File: src/verilog/adcc_defs.svh
/*
  offsets, field positions and reset values of the converter control block.
  assumes: included by bare name from the design files.
*/
`ifndef ADCC_DEFS_SVH
`define ADCC_DEFS_SVH
// ==========================================================
// register byte offsets
`define ADCC_OFF_RES_LOW   8'h00
`define ADCC_OFF_RES_HIGH  8'h04
`define ADCC_OFF_CTRL_PRI  8'h08
`define ADCC_OFF_CTRL_SEC  8'h0C
`define ADCC_OFF_TS_REF    8'h10
`define ADCC_OFF_TS_EN     8'h14
`define ADCC_OFF_TS_CLK    8'h18
`define ADCC_OFF_TS_INSEL  8'h1C
`define ADCC_OFF_IRQ_STAT  8'h20
`define ADCC_OFF_IRQ_MASK  8'h24
`define ADCC_OFF_PIN_ANA   8'h28
// ==========================================================
// field positions
`define ADCC_BIT_START     7
`define ADCC_BIT_BUSY      6
`define ADCC_BIT_POWER     5
`define ADCC_BIT_JUSTIFY   4
`define ADCC_BIT_SRC_TOP   3
`define ADCC_BIT_AUTO      7
`define ADCC_BIT_TS_EN     7
`define ADCC_BIT_REF_OUT   7
// ==========================================================
// reset values and write masks
`define ADCC_RST_BYTE      8'h00
`define ADCC_RST_TS_REF    8'h40
`define ADCC_WMASK_PRI     8'hBF
`define ADCC_WMASK_SEC     8'hB7
`define ADCC_WMASK_TS_REF  8'hE0
`define ADCC_WMASK_TS_EN   8'hE0
`define ADCC_WMASK_TS_CLK  8'hC3
`define ADCC_WMASK_TS_INS  8'h20
`define ADCC_RESP_OKAY     2'h0
`define ADCC_RESP_SLVERR   2'h2
`endif

File: src/verilog/adcc_pkg.sv
/*
  types shared by the converter control block.
  assumes: compiled before the modules.
*/
package adcc_pkg;
  typedef enum logic [2:0] {
    ADCC_IDLE   = 3'b001,
    ADCC_LAUNCH = 3'b010,
    ADCC_BUSY   = 3'b100
  } adcc_state_t;
endpackage : adcc_pkg

File: src/verilog/adcc_clkdiv.sv
/*
  conversion clock divider: one-cycle tick every 2**sel system clocks.
  assumes: sel is a static setting from the same clock domain.
*/
`timescale 1ns/1ps
`default_nettype none
module adcc_clkdiv #(
  parameter int SEL_W = 3
) (
  input  wire logic             clk_sys_in,  // system clock
  input  wire logic             resetn_in,   // async reset, active low
  input  wire logic             run_in,      // divider runs while high
  input  wire logic [SEL_W-1:0] sel_in,      // divide by 2**sel
  output logic                  tick_out     // one-cycle tick
);
  localparam int CW = (1 << SEL_W) - 1;
  logic [CW-1:0] cnt_reg;
  wire  [CW-1:0] limit = CW'((1 << sel_in) - 1);
  wire           wrap  = (cnt_reg >= limit);

  always_ff @(posedge clk_sys_in or negedge resetn_in) begin
    if (!resetn_in) begin
      cnt_reg  <= '0;
      tick_out <= 1'b0;
    end else begin
      cnt_reg  <= (!run_in || wrap) ? '0 : cnt_reg + CW'(1);
      tick_out <= run_in && wrap;
    end
  end
endmodule : adcc_clkdiv
`default_nettype wire

File: src/verilog/adcc_top.sv
/*
  converter control and result registers behind an AXI4-Lite slave.
  assumes: conversion core and analog mux on the same clock; core answers
  a start pulse with a one-cycle done pulse carrying the 12-bit result.
*/
`timescale 1ns/1ps
`default_nettype none
`include "adcc_defs.svh"
module adcc_top #(
  parameter int RES_W = 12,
  parameter int NPIN  = 8
) (
  input  wire logic             clk_sys_in,        // system clock 100 MHz
  input  wire logic             resetn_in,         // async reset, active low
  input  wire logic [7:0]       s_axi_awaddr,      // write address
  input  wire logic             s_axi_awvalid,     // write address valid
  output logic                  s_axi_awready,     // write address ready
  input  wire logic [31:0]      s_axi_wdata,       // write data
  input  wire logic [3:0]       s_axi_wstrb,       // write strobes
  input  wire logic             s_axi_wvalid,      // write data valid
  output logic                  s_axi_wready,      // write data ready
  output logic [1:0]            s_axi_bresp,       // write response
  output logic                  s_axi_bvalid,      // write response valid
  input  wire logic             s_axi_bready,      // write response ready
  input  wire logic [7:0]       s_axi_araddr,      // read address
  input  wire logic             s_axi_arvalid,     // read address valid
  output logic                  s_axi_arready,     // read address ready
  output logic [31:0]           s_axi_rdata,       // read data
  output logic [1:0]            s_axi_rresp,       // read response
  output logic                  s_axi_rvalid,      // read data valid
  input  wire logic             s_axi_rready,      // read data ready
  input  wire logic             conv_done_in,      // core done pulse
  input  wire logic [RES_W-1:0] conv_data_in,      // core result
  output logic                  conv_start_out,    // core start pulse
  output logic                  conv_clk_tick_out, // conversion clock tick
  output logic                  power_on_out,      // converter powered
  output logic [NPIN-1:0]       ext_input_sel_out, // one-hot external input, all zero while the sensor is picked
  output logic                  sel_tso_out,       // sensor output voltage
  output logic                  sel_tsvref_out,    // sensor reference voltage
  output logic                  temp_sensor_en_out,// sensor circuitry on
  output logic [NPIN-1:0]       pin_analog_out,    // pin digital path off
  output logic [NPIN-1:0]       pin_pullup_off_out,// pin pull-up removed
  output logic                  irq_out            // level interrupt
);
  // ==========================================================
  // registers
  logic [7:0]         ctrl_pri_reg, ctrl_sec_reg;
  logic [7:0]         ts_ref_reg, ts_en_reg, ts_clk_reg, ts_ins_reg;
  logic [NPIN-1:0]    pin_ana_reg;
  logic               irq_stat_reg, irq_mask_reg;
  logic [RES_W-1:0]   result_reg;
  logic               busy_reg;
  adcc_pkg::adcc_state_t state_reg, state_next;
  logic [7:0]         awaddr_reg;
  logic [31:0]        wdata_reg;
  logic [3:0]         wstrb_reg;
  logic               aw_held_reg, w_held_reg;
  logic               tick_w;

  // ==========================================================
  // decode
  wire aw_take   = s_axi_awvalid && s_axi_awready;
  wire w_take    = s_axi_wvalid && s_axi_wready;
  wire ar_take   = s_axi_arvalid && s_axi_arready;
  wire wr_fire   = aw_held_reg && w_held_reg && !s_axi_bvalid;
  wire wr_lane0  = wr_fire && wstrb_reg[0];
  wire wr_pri    = wr_lane0 && (awaddr_reg == `ADCC_OFF_CTRL_PRI);
  wire wr_sec    = wr_lane0 && (awaddr_reg == `ADCC_OFF_CTRL_SEC);
  wire wr_tsref  = wr_lane0 && (awaddr_reg == `ADCC_OFF_TS_REF);
  wire wr_tsen   = wr_lane0 && (awaddr_reg == `ADCC_OFF_TS_EN);
  wire wr_tsclk  = wr_lane0 && (awaddr_reg == `ADCC_OFF_TS_CLK);
  wire wr_tsins  = wr_lane0 && (awaddr_reg == `ADCC_OFF_TS_INSEL);
  wire wr_stat   = wr_lane0 && (awaddr_reg == `ADCC_OFF_IRQ_STAT);
  wire wr_mask   = wr_lane0 && (awaddr_reg == `ADCC_OFF_IRQ_MASK);
  wire wr_pin    = wr_lane0 && (awaddr_reg == `ADCC_OFF_PIN_ANA);
  wire wr_mapped = (awaddr_reg <= `ADCC_OFF_PIN_ANA) && (awaddr_reg[1:0] == 2'h0);
  wire rd_mapped = (s_axi_araddr <= `ADCC_OFF_PIN_ANA) && (s_axi_araddr[1:0] == 2'h0);

  wire [7:0] wbyte     = wdata_reg[7:0];
  wire       power_on  = ctrl_pri_reg[`ADCC_BIT_POWER];
  wire       justify   = ctrl_pri_reg[`ADCC_BIT_JUSTIFY];
  wire       src_top   = ctrl_pri_reg[`ADCC_BIT_SRC_TOP];
  wire [2:0] src_low   = ctrl_pri_reg[2:0];
  wire       auto_rep  = ctrl_sec_reg[`ADCC_BIT_AUTO];
  wire [2:0] clk_div   = ctrl_sec_reg[2:0];
  wire       ts_en     = ts_en_reg[`ADCC_BIT_TS_EN];
  wire       ref_out   = ts_ref_reg[`ADCC_BIT_REF_OUT];
  // start falls from high to low in a write: the complete low-high-low pulse
  wire start_fall = wr_pri && ctrl_pri_reg[`ADCC_BIT_START]
                    && !wbyte[`ADCC_BIT_START];

  // ==========================================================
  // result formatting; the raw value is cleared while powered off
  wire [7:0] res_high = justify ? {4'h0, result_reg[11:8]}
                                : result_reg[11:4];
  wire [7:0] res_low  = justify ? result_reg[7:0]
                                : {result_reg[3:0], 4'h0};
  wire [7:0] pri_view = {ctrl_pri_reg[7], busy_reg, ctrl_pri_reg[5:0]};

  // ==========================================================
  // analog source selection: exactly one source at all times
  wire             pick_ts   = ts_en && src_top;
  wire [NPIN-1:0]  ext_next;
  genvar gi;
  generate
    for (gi = 0; gi < NPIN; gi++) begin : g_ext
      assign ext_next[gi] = !pick_ts && (src_low == 3'(gi));
    end
  endgenerate
  wire tso_next    = pick_ts && !ref_out;
  wire tsvref_next = pick_ts && ref_out;

  // ==========================================================
  // conversion sequencer
  wire done_now = (state_reg == adcc_pkg::ADCC_BUSY) && conv_done_in;
  always_comb begin
    state_next = state_reg;
    case (state_reg)
      adcc_pkg::ADCC_IDLE:   if (start_fall && power_on) state_next = adcc_pkg::ADCC_LAUNCH;
      adcc_pkg::ADCC_LAUNCH: state_next = adcc_pkg::ADCC_BUSY;
      adcc_pkg::ADCC_BUSY: begin
        if (!power_on) state_next = adcc_pkg::ADCC_IDLE;
        else if (conv_done_in) state_next = auto_rep ? adcc_pkg::ADCC_LAUNCH
                                                      : adcc_pkg::ADCC_IDLE;
      end
      default: state_next = adcc_pkg::ADCC_IDLE;
    endcase
  end

  always_ff @(posedge clk_sys_in or negedge resetn_in) begin
    if (!resetn_in) begin
      state_reg      <= adcc_pkg::ADCC_IDLE;
      busy_reg       <= 1'b0;
      conv_start_out <= 1'b0;
    end else begin
      state_reg      <= state_next;
      conv_start_out <= (state_next == adcc_pkg::ADCC_LAUNCH);
      busy_reg       <= (state_next != adcc_pkg::ADCC_IDLE)
                        && !(done_now && !auto_rep);
    end
  end

  always_ff @(posedge clk_sys_in or negedge resetn_in) begin
    if (!resetn_in) begin
      result_reg <= '0;
    end else if (!power_on) begin
      result_reg <= '0;
    end else if (done_now) begin
      result_reg <= conv_data_in;
    end
  end

  // ==========================================================
  // control registers; all reset to zero except ts_ref_reg, which resets to 8'h40
  always_ff @(posedge clk_sys_in or negedge resetn_in) begin
    if (!resetn_in) begin
      ctrl_pri_reg <= `ADCC_RST_BYTE;
      ctrl_sec_reg <= `ADCC_RST_BYTE;
      ts_ref_reg   <= `ADCC_RST_TS_REF;
      ts_en_reg    <= `ADCC_RST_BYTE;
      ts_clk_reg   <= `ADCC_RST_BYTE;
      ts_ins_reg   <= `ADCC_RST_BYTE;
      pin_ana_reg  <= '0;
      irq_mask_reg <= 1'b0;
    end else begin
      if (wr_pri)   ctrl_pri_reg <= wbyte & `ADCC_WMASK_PRI;
      if (wr_sec)   ctrl_sec_reg <= wbyte & `ADCC_WMASK_SEC;
      if (wr_tsref) ts_ref_reg   <= wbyte & `ADCC_WMASK_TS_REF;
      if (wr_tsen)  ts_en_reg    <= wbyte & `ADCC_WMASK_TS_EN;
      if (wr_tsclk) ts_clk_reg   <= wbyte & `ADCC_WMASK_TS_CLK;
      if (wr_tsins) ts_ins_reg   <= wbyte & `ADCC_WMASK_TS_INS;
      if (wr_pin)   pin_ana_reg  <= wbyte[NPIN-1:0];
      if (wr_mask)  irq_mask_reg <= wbyte[0];
    end
  end

  // completion wins over a write-one clear in the same cycle
  always_ff @(posedge clk_sys_in or negedge resetn_in) begin
    if (!resetn_in) begin
      irq_stat_reg <= 1'b0;
      irq_out      <= 1'b0;
    end else begin
      irq_stat_reg <= done_now || (irq_stat_reg && !(wr_stat && wbyte[0]));
      irq_out      <= irq_stat_reg && irq_mask_reg;
    end
  end

  // ==========================================================
  // outputs to the analog side
  always_ff @(posedge clk_sys_in or negedge resetn_in) begin
    if (!resetn_in) begin
      power_on_out       <= 1'b0;
      ext_input_sel_out  <= NPIN'(1);
      sel_tso_out        <= 1'b0;
      sel_tsvref_out     <= 1'b0;
      temp_sensor_en_out <= 1'b0;
      pin_analog_out     <= '0;
      pin_pullup_off_out <= '0;
    end else begin
      power_on_out       <= power_on;
      ext_input_sel_out  <= ext_next;
      sel_tso_out        <= tso_next;
      sel_tsvref_out     <= tsvref_next;
      temp_sensor_en_out <= ts_en;
      pin_analog_out     <= pin_ana_reg;
      pin_pullup_off_out <= pin_ana_reg;
    end
  end

  adcc_clkdiv #(
    .SEL_W (3)
  ) u_div (
    .clk_sys_in (clk_sys_in),
    .resetn_in  (resetn_in),
    .run_in     (power_on),
    .sel_in     (clk_div),
    .tick_out   (tick_w)
  );

  always_ff @(posedge clk_sys_in or negedge resetn_in) begin
    if (!resetn_in) conv_clk_tick_out <= 1'b0;
    else            conv_clk_tick_out <= tick_w;
  end

  // ==========================================================
  // AXI4-Lite write path: one write at a time, address and data in any order
  always_ff @(posedge clk_sys_in or negedge resetn_in) begin
    if (!resetn_in) begin
      s_axi_awready <= 1'b1;
      s_axi_wready  <= 1'b1;
      aw_held_reg   <= 1'b0;
      w_held_reg    <= 1'b0;
      awaddr_reg    <= 8'h00;
      wdata_reg     <= 32'h0;
      wstrb_reg     <= 4'h0;
      s_axi_bvalid  <= 1'b0;
      s_axi_bresp   <= `ADCC_RESP_OKAY;
    end else begin
      if (aw_take) begin
        awaddr_reg    <= s_axi_awaddr;
        aw_held_reg   <= 1'b1;
        s_axi_awready <= 1'b0;
      end
      if (w_take) begin
        wdata_reg    <= s_axi_wdata;
        wstrb_reg    <= s_axi_wstrb;
        w_held_reg   <= 1'b1;
        s_axi_wready <= 1'b0;
      end
      if (wr_fire) begin
        s_axi_bvalid <= 1'b1;
        s_axi_bresp  <= wr_mapped ? `ADCC_RESP_OKAY : `ADCC_RESP_SLVERR;
        aw_held_reg  <= 1'b0;
        w_held_reg   <= 1'b0;
      end
      if (s_axi_bvalid && s_axi_bready) begin
        s_axi_bvalid  <= 1'b0;
        s_axi_awready <= 1'b1;
        s_axi_wready  <= 1'b1;
      end
    end
  end

  // ==========================================================
  // AXI4-Lite read path; result bytes are read-only, writes to them are ignored
  logic [7:0] rd_byte;
  always_comb begin
    case (s_axi_araddr)
      `ADCC_OFF_RES_LOW:  rd_byte = res_low;
      `ADCC_OFF_RES_HIGH: rd_byte = res_high;
      `ADCC_OFF_CTRL_PRI: rd_byte = pri_view;
      `ADCC_OFF_CTRL_SEC: rd_byte = ctrl_sec_reg;
      `ADCC_OFF_TS_REF:   rd_byte = ts_ref_reg;
      `ADCC_OFF_TS_EN:    rd_byte = ts_en_reg;
      `ADCC_OFF_TS_CLK:   rd_byte = ts_clk_reg;
      `ADCC_OFF_TS_INSEL: rd_byte = ts_ins_reg;
      `ADCC_OFF_IRQ_STAT: rd_byte = {7'h0, irq_stat_reg};
      `ADCC_OFF_IRQ_MASK: rd_byte = {7'h0, irq_mask_reg};
      `ADCC_OFF_PIN_ANA:  rd_byte = pin_ana_reg;
      default:            rd_byte = 8'h00;
    endcase
  end

  always_ff @(posedge clk_sys_in or negedge resetn_in) begin
    if (!resetn_in) begin
      s_axi_arready <= 1'b1;
      s_axi_rvalid  <= 1'b0;
      s_axi_rdata   <= 32'h0;
      s_axi_rresp   <= `ADCC_RESP_OKAY;
    end else if (ar_take) begin
      s_axi_arready <= 1'b0;
      s_axi_rvalid  <= 1'b1;
      s_axi_rdata   <= {24'h0, rd_byte};
      s_axi_rresp   <= rd_mapped ? `ADCC_RESP_OKAY : `ADCC_RESP_SLVERR;
    end else if (s_axi_rvalid && s_axi_rready) begin
      s_axi_arready <= 1'b1;
      s_axi_rvalid  <= 1'b0;
    end
  end

  // ==========================================================
  // checks
  // the raw result holds across the read edge when powered and not completing
  chk_left_justify: assert property (@(posedge clk_sys_in) disable iff (!resetn_in)
    (ar_take && !justify && power_on && !done_now && s_axi_araddr == `ADCC_OFF_RES_HIGH)
    |=> (s_axi_rdata == {24'h0, result_reg[11:4]}))
    else $error("left justified layout wrong");
  chk_right_justify: assert property (@(posedge clk_sys_in) disable iff (!resetn_in)
    (ar_take && justify && power_on && !done_now && s_axi_araddr == `ADCC_OFF_RES_LOW)
    |=> (s_axi_rdata == {24'h0, result_reg[7:0]}))
    else $error("right justified layout wrong");
  chk_result_off_zero: assert property (@(posedge clk_sys_in) disable iff (!resetn_in)
    !power_on |=> (result_reg == '0))
    else $error("result not cleared while off");
  chk_src_ext_route: assert property (@(posedge clk_sys_in) disable iff (!resetn_in)
    !ts_en |=> ext_input_sel_out[$past(src_low)])
    else $error("external input not routed");
  chk_src_ts_route: assert property (@(posedge clk_sys_in) disable iff (!resetn_in)
    (ts_en && src_top && !ref_out) |=> (sel_tso_out && !sel_tsvref_out))
    else $error("sensor output not routed");
  chk_src_ref_route: assert property (@(posedge clk_sys_in) disable iff (!resetn_in)
    (ts_en && src_top && ref_out) |=> (sel_tsvref_out && !sel_tso_out))
    else $error("sensor reference not routed");
  chk_src_onehot: assert property (@(posedge clk_sys_in) disable iff (!resetn_in)
    $onehot({ext_input_sel_out, sel_tso_out, sel_tsvref_out}))
    else $error("analog sources not exactly one");
  chk_start_busy: assert property (@(posedge clk_sys_in) disable iff (!resetn_in)
    (start_fall && power_on && !busy_reg) |=> (busy_reg && conv_start_out))
    else $error("start pulse did not launch");
  chk_done_irq: assert property (@(posedge clk_sys_in) disable iff (!resetn_in)
    (done_now && !auto_rep && power_on) |=> (!busy_reg && irq_stat_reg
                                             && result_reg == $past(conv_data_in)))
    else $error("completion effects not together");
  chk_auto_again: assert property (@(posedge clk_sys_in) disable iff (!resetn_in)
    (done_now && auto_rep && power_on) |=> conv_start_out ##1 busy_reg)
    else $error("auto repeat did not restart");
endmodule : adcc_top
`default_nettype wire

File: config.mk
export PLATFORM = sky130hd
export DESIGN_NAME = adcc_top
export DESIGN_NICKNAME = d
export VERILOG_FILES = /design/src/verilog/adcc_pkg.sv /design/src/verilog/adcc_clkdiv.sv /design/src/verilog/adcc_top.sv
export VERILOG_INCLUDE_DIRS = /design/src /design/src/verilog
export SDC_FILE = /design/constraint.sdc
export NUM_CORES = 1
export LEC_CHECK = 0
export BUFFER_PORTS_ARGS = -buffer_cell sky130_fd_sc_hd__buf_2
export CAP_MARGIN = 40
export CORE_MARGIN = 4
export CORE_UTILIZATION = 30
export DETAILED_ROUTE_END_ITERATION = 6
export SLEW_MARGIN = 20
export SYNTH_ARGS = -nofsm -noshare
export SYNTH_HDL_FRONTEND = slang
export SYNTH_SLANG_ARGS = --single-unit
File: constraint.sdc
create_clock -name clk_sys_in -period 5.45 [get_ports clk_sys_in]
set_input_delay 1.09 -clock clk_sys_in [delete_from_list [all_inputs] [get_ports clk_sys_in]]
set_output_delay 1.09 -clock clk_sys_in [all_outputs]
set_load 0.01 [all_outputs]
==> reports/qor.yml <==
status: "finished, final reports clean"
cts_buffers: 17
avgSynthCellArea_um2: 11.2
synth_edf_count: 0
grt_overflow: 0
cpPeakStageDelay_ps: 480
p_leak_nw: 3.10
max_freq_mhz: 343
min_delay_path_depth: 0
start_util_pct: 30.6
die_x_um: 143
drtIter0Drc: 394
worstPathMaxFanout: 8
viasPerCell: 4.80
crit_path_start_kind: "register"
rows: 49
antenna_cells: 0
cts_sinks: 115
cts_root_buf: "clkbuf_16"
crit_family: "compound AO/OA/AOI/OAI gates"
grt_usage_pct: 13.1
synth_most_common_cell: "dfrtp_1"
vias: 3908
area_delta_synth_final_pct: 20.6
critPathSlowestCell: "dfrtp_1"
synth_common_cells: "dfrtp_1, mux2_2, nand2_1"
grt_max_degree: 43
core_area_um2: 18000
fin_crit_ps: 2920
maxCapViolations: 0
path_class: "register to register"
htreeDepth: 4
gp_congestion: 0.891
grt_setup_unrepaired: "false"
combPwrFrac_pct: 14.0
drive_above_1_share_pct: 33.3
r2r_cells: 11
netlist_area_um2: 5500
tns_ps: 0
antenna_left: 0
io_pins: 144
cts_resized: 0
cts_tree: "yes"
p_sw_share_pct: 29.2
power_density_nw_per_um2: 396
drc: 0
grt_antenna_before_repair: 2
dr.pass1.iters: 4
setup_viol: 0
timing.rr.end: "u_div.cnt_reg[4]"
setup_ws_ps: 2530
pre_cts_slack_ps: 2540
clk_path_buf_depth: 2
seq_area_frac_synth_pct: 52.5
yosys_warnings: 0
place_hpwl_um: 9750
ys_types: 56
cts_hold_buf: 0
wl_per_cell_um: 16.1
worstMarginPinSlew_ps: 797
p_int_mw: 1.86
p_sw_mw: 0.766
die_area_um2: 20600
cp_cell_sequence: "or3_1 -> ha_1 -> nor3_1 -> a21oi_1 -> o21a_1 -> ha_1 -> a21o_1 -> a21o_1 -> a21oi_1 -> o211ai_1 -> nor2_1"
post-place-cells: 781
netlist_top_cells_area: "dfrtp_1, mux2_2, buf_4"
synth_top_flop_cell: "dfrtp_1"
ir_drop_uv: 249
skew_ps: 6.93
post_cts_buffers: 0
fin_cells: 815
crit_required_ps: 5790
final_core_util_pct: 36.9
reg2reg_from: "ctrl_sec_reg[1]"
io_buffers: 90
hold_class: "register to register"
async_reset_ff_share_pct: 100
hold_violations: 0
r2r_slack_ps: 2530
critPathCapture: "u_div.cnt_reg[4]"
ys_ff_latch: 115
syn_inst: 489
drt_wl_total_um: 13100
die_y_um: 143
clkPwrFrac_pct: 41.9
grt_pass1_wl_um: 20600
clkLatencyLatePin_ps: 420
crit_path_start: "ctrl_sec_reg[1]"
grt_pass1_vias: 3898
path_clk_slew_ps: 60
crit_arrival_ps: 3260
post-route-period-util_pct: 53.5
cp_num_buf_inv: 0
synth_top_cell_area_share_pct: 49.6
nets: 654
largest_reg_flops: 12
power.share.sequential_pct: 44.1
endpoint_kind: "register"
crit_cells: 11
relSlewSlack_pct: 46.7
slew_viol_final: 0
synth_top_area_cell: "dfrtp_1"
## final cells by class
| cell class | count | area, um^2 |
|---|---|---|
| clock buffers | 18 | 439 |
| clock inverters | 14 | 154 |
| fillers | 1778 | 11300 |
| inverters | 10 | 37.5 |
| multi-input cells | 334 | 2330 |
| flip-flops and latches | 115 | 2890 |
| well taps | 229 | 287 |
| repair buffers | 95 | 498 |
## kinds of logic after synthesis
group                    count (synthesis)  share of synthesized area [%]
AND/OR/NAND/NOR                        145                           14.7
multiplexers                            63                           12.7
XOR/XNOR                                 7                           1.12
other                                    1                         0.0682
AO/OA/AOI/OAI                           84                           10.1
flip-flops                             115                           52.5
adder cells (fa/ha/maj)                  9                           2.05
buffers and inverters                   65                           6.80
## cell usage in the layout, fill, tap and decap left out, types with 9 or more instances in the layout
master,n
a21boi_0,13
a21oi_1,16
buf_2,90
clkbuf_16,17
conb_1,26
dfrtp_1,109
ha_1,9
inv_1,10
mux2_2,52
mux2i_1,11
nand2_1,51
nor2_1,26
o21ai_0,16
## power by group through the flow
stage	clock (mW)	combinational [mW]	sequential (mW)
6_report	1.10	0.367	1.16
3_5_place_dp	0	0.374	1.17
4_1_cts	1.12	0.375	1.16
5_1_grt	1.17	0.411	1.18
2_1_floorplan	0	0.275	1.12
3_3_place_gp	0	0.359	1.16
## per-layer routing
metal  GRT usage, %  routed length [um]
met1           16.2                5490
met5              0                  21
met4           6.29                 292
met3           3.83                 948
met2           21.0                6370
## stage by stage
stage	area, um^2	power (mW)	hold slack, ps
2_1_floorplan	5590	1.39	331
3_3_place_gp	6000	1.52	335
3_5_place_dp	6030	1.55	342
4_1_cts	6620	2.66	355
5_1_grt	6630	2.76	365
6_report	6630	2.63	350
## how the worst min path moves through the flow
stage	from	to	slack [ps]
floorplan	u_div.tick_out	conv_clk_tick_out	330
global placement	u_div.tick_out	conv_clk_tick_out	340
detailed placement	u_div.tick_out	conv_clk_tick_out	340
CTS	u_div.tick_out	conv_clk_tick_out	350
global route	u_div.tick_out	conv_clk_tick_out	360
finish	u_div.tick_out	conv_clk_tick_out	350
No activity file was read; power rests on OpenSTA's default activity.
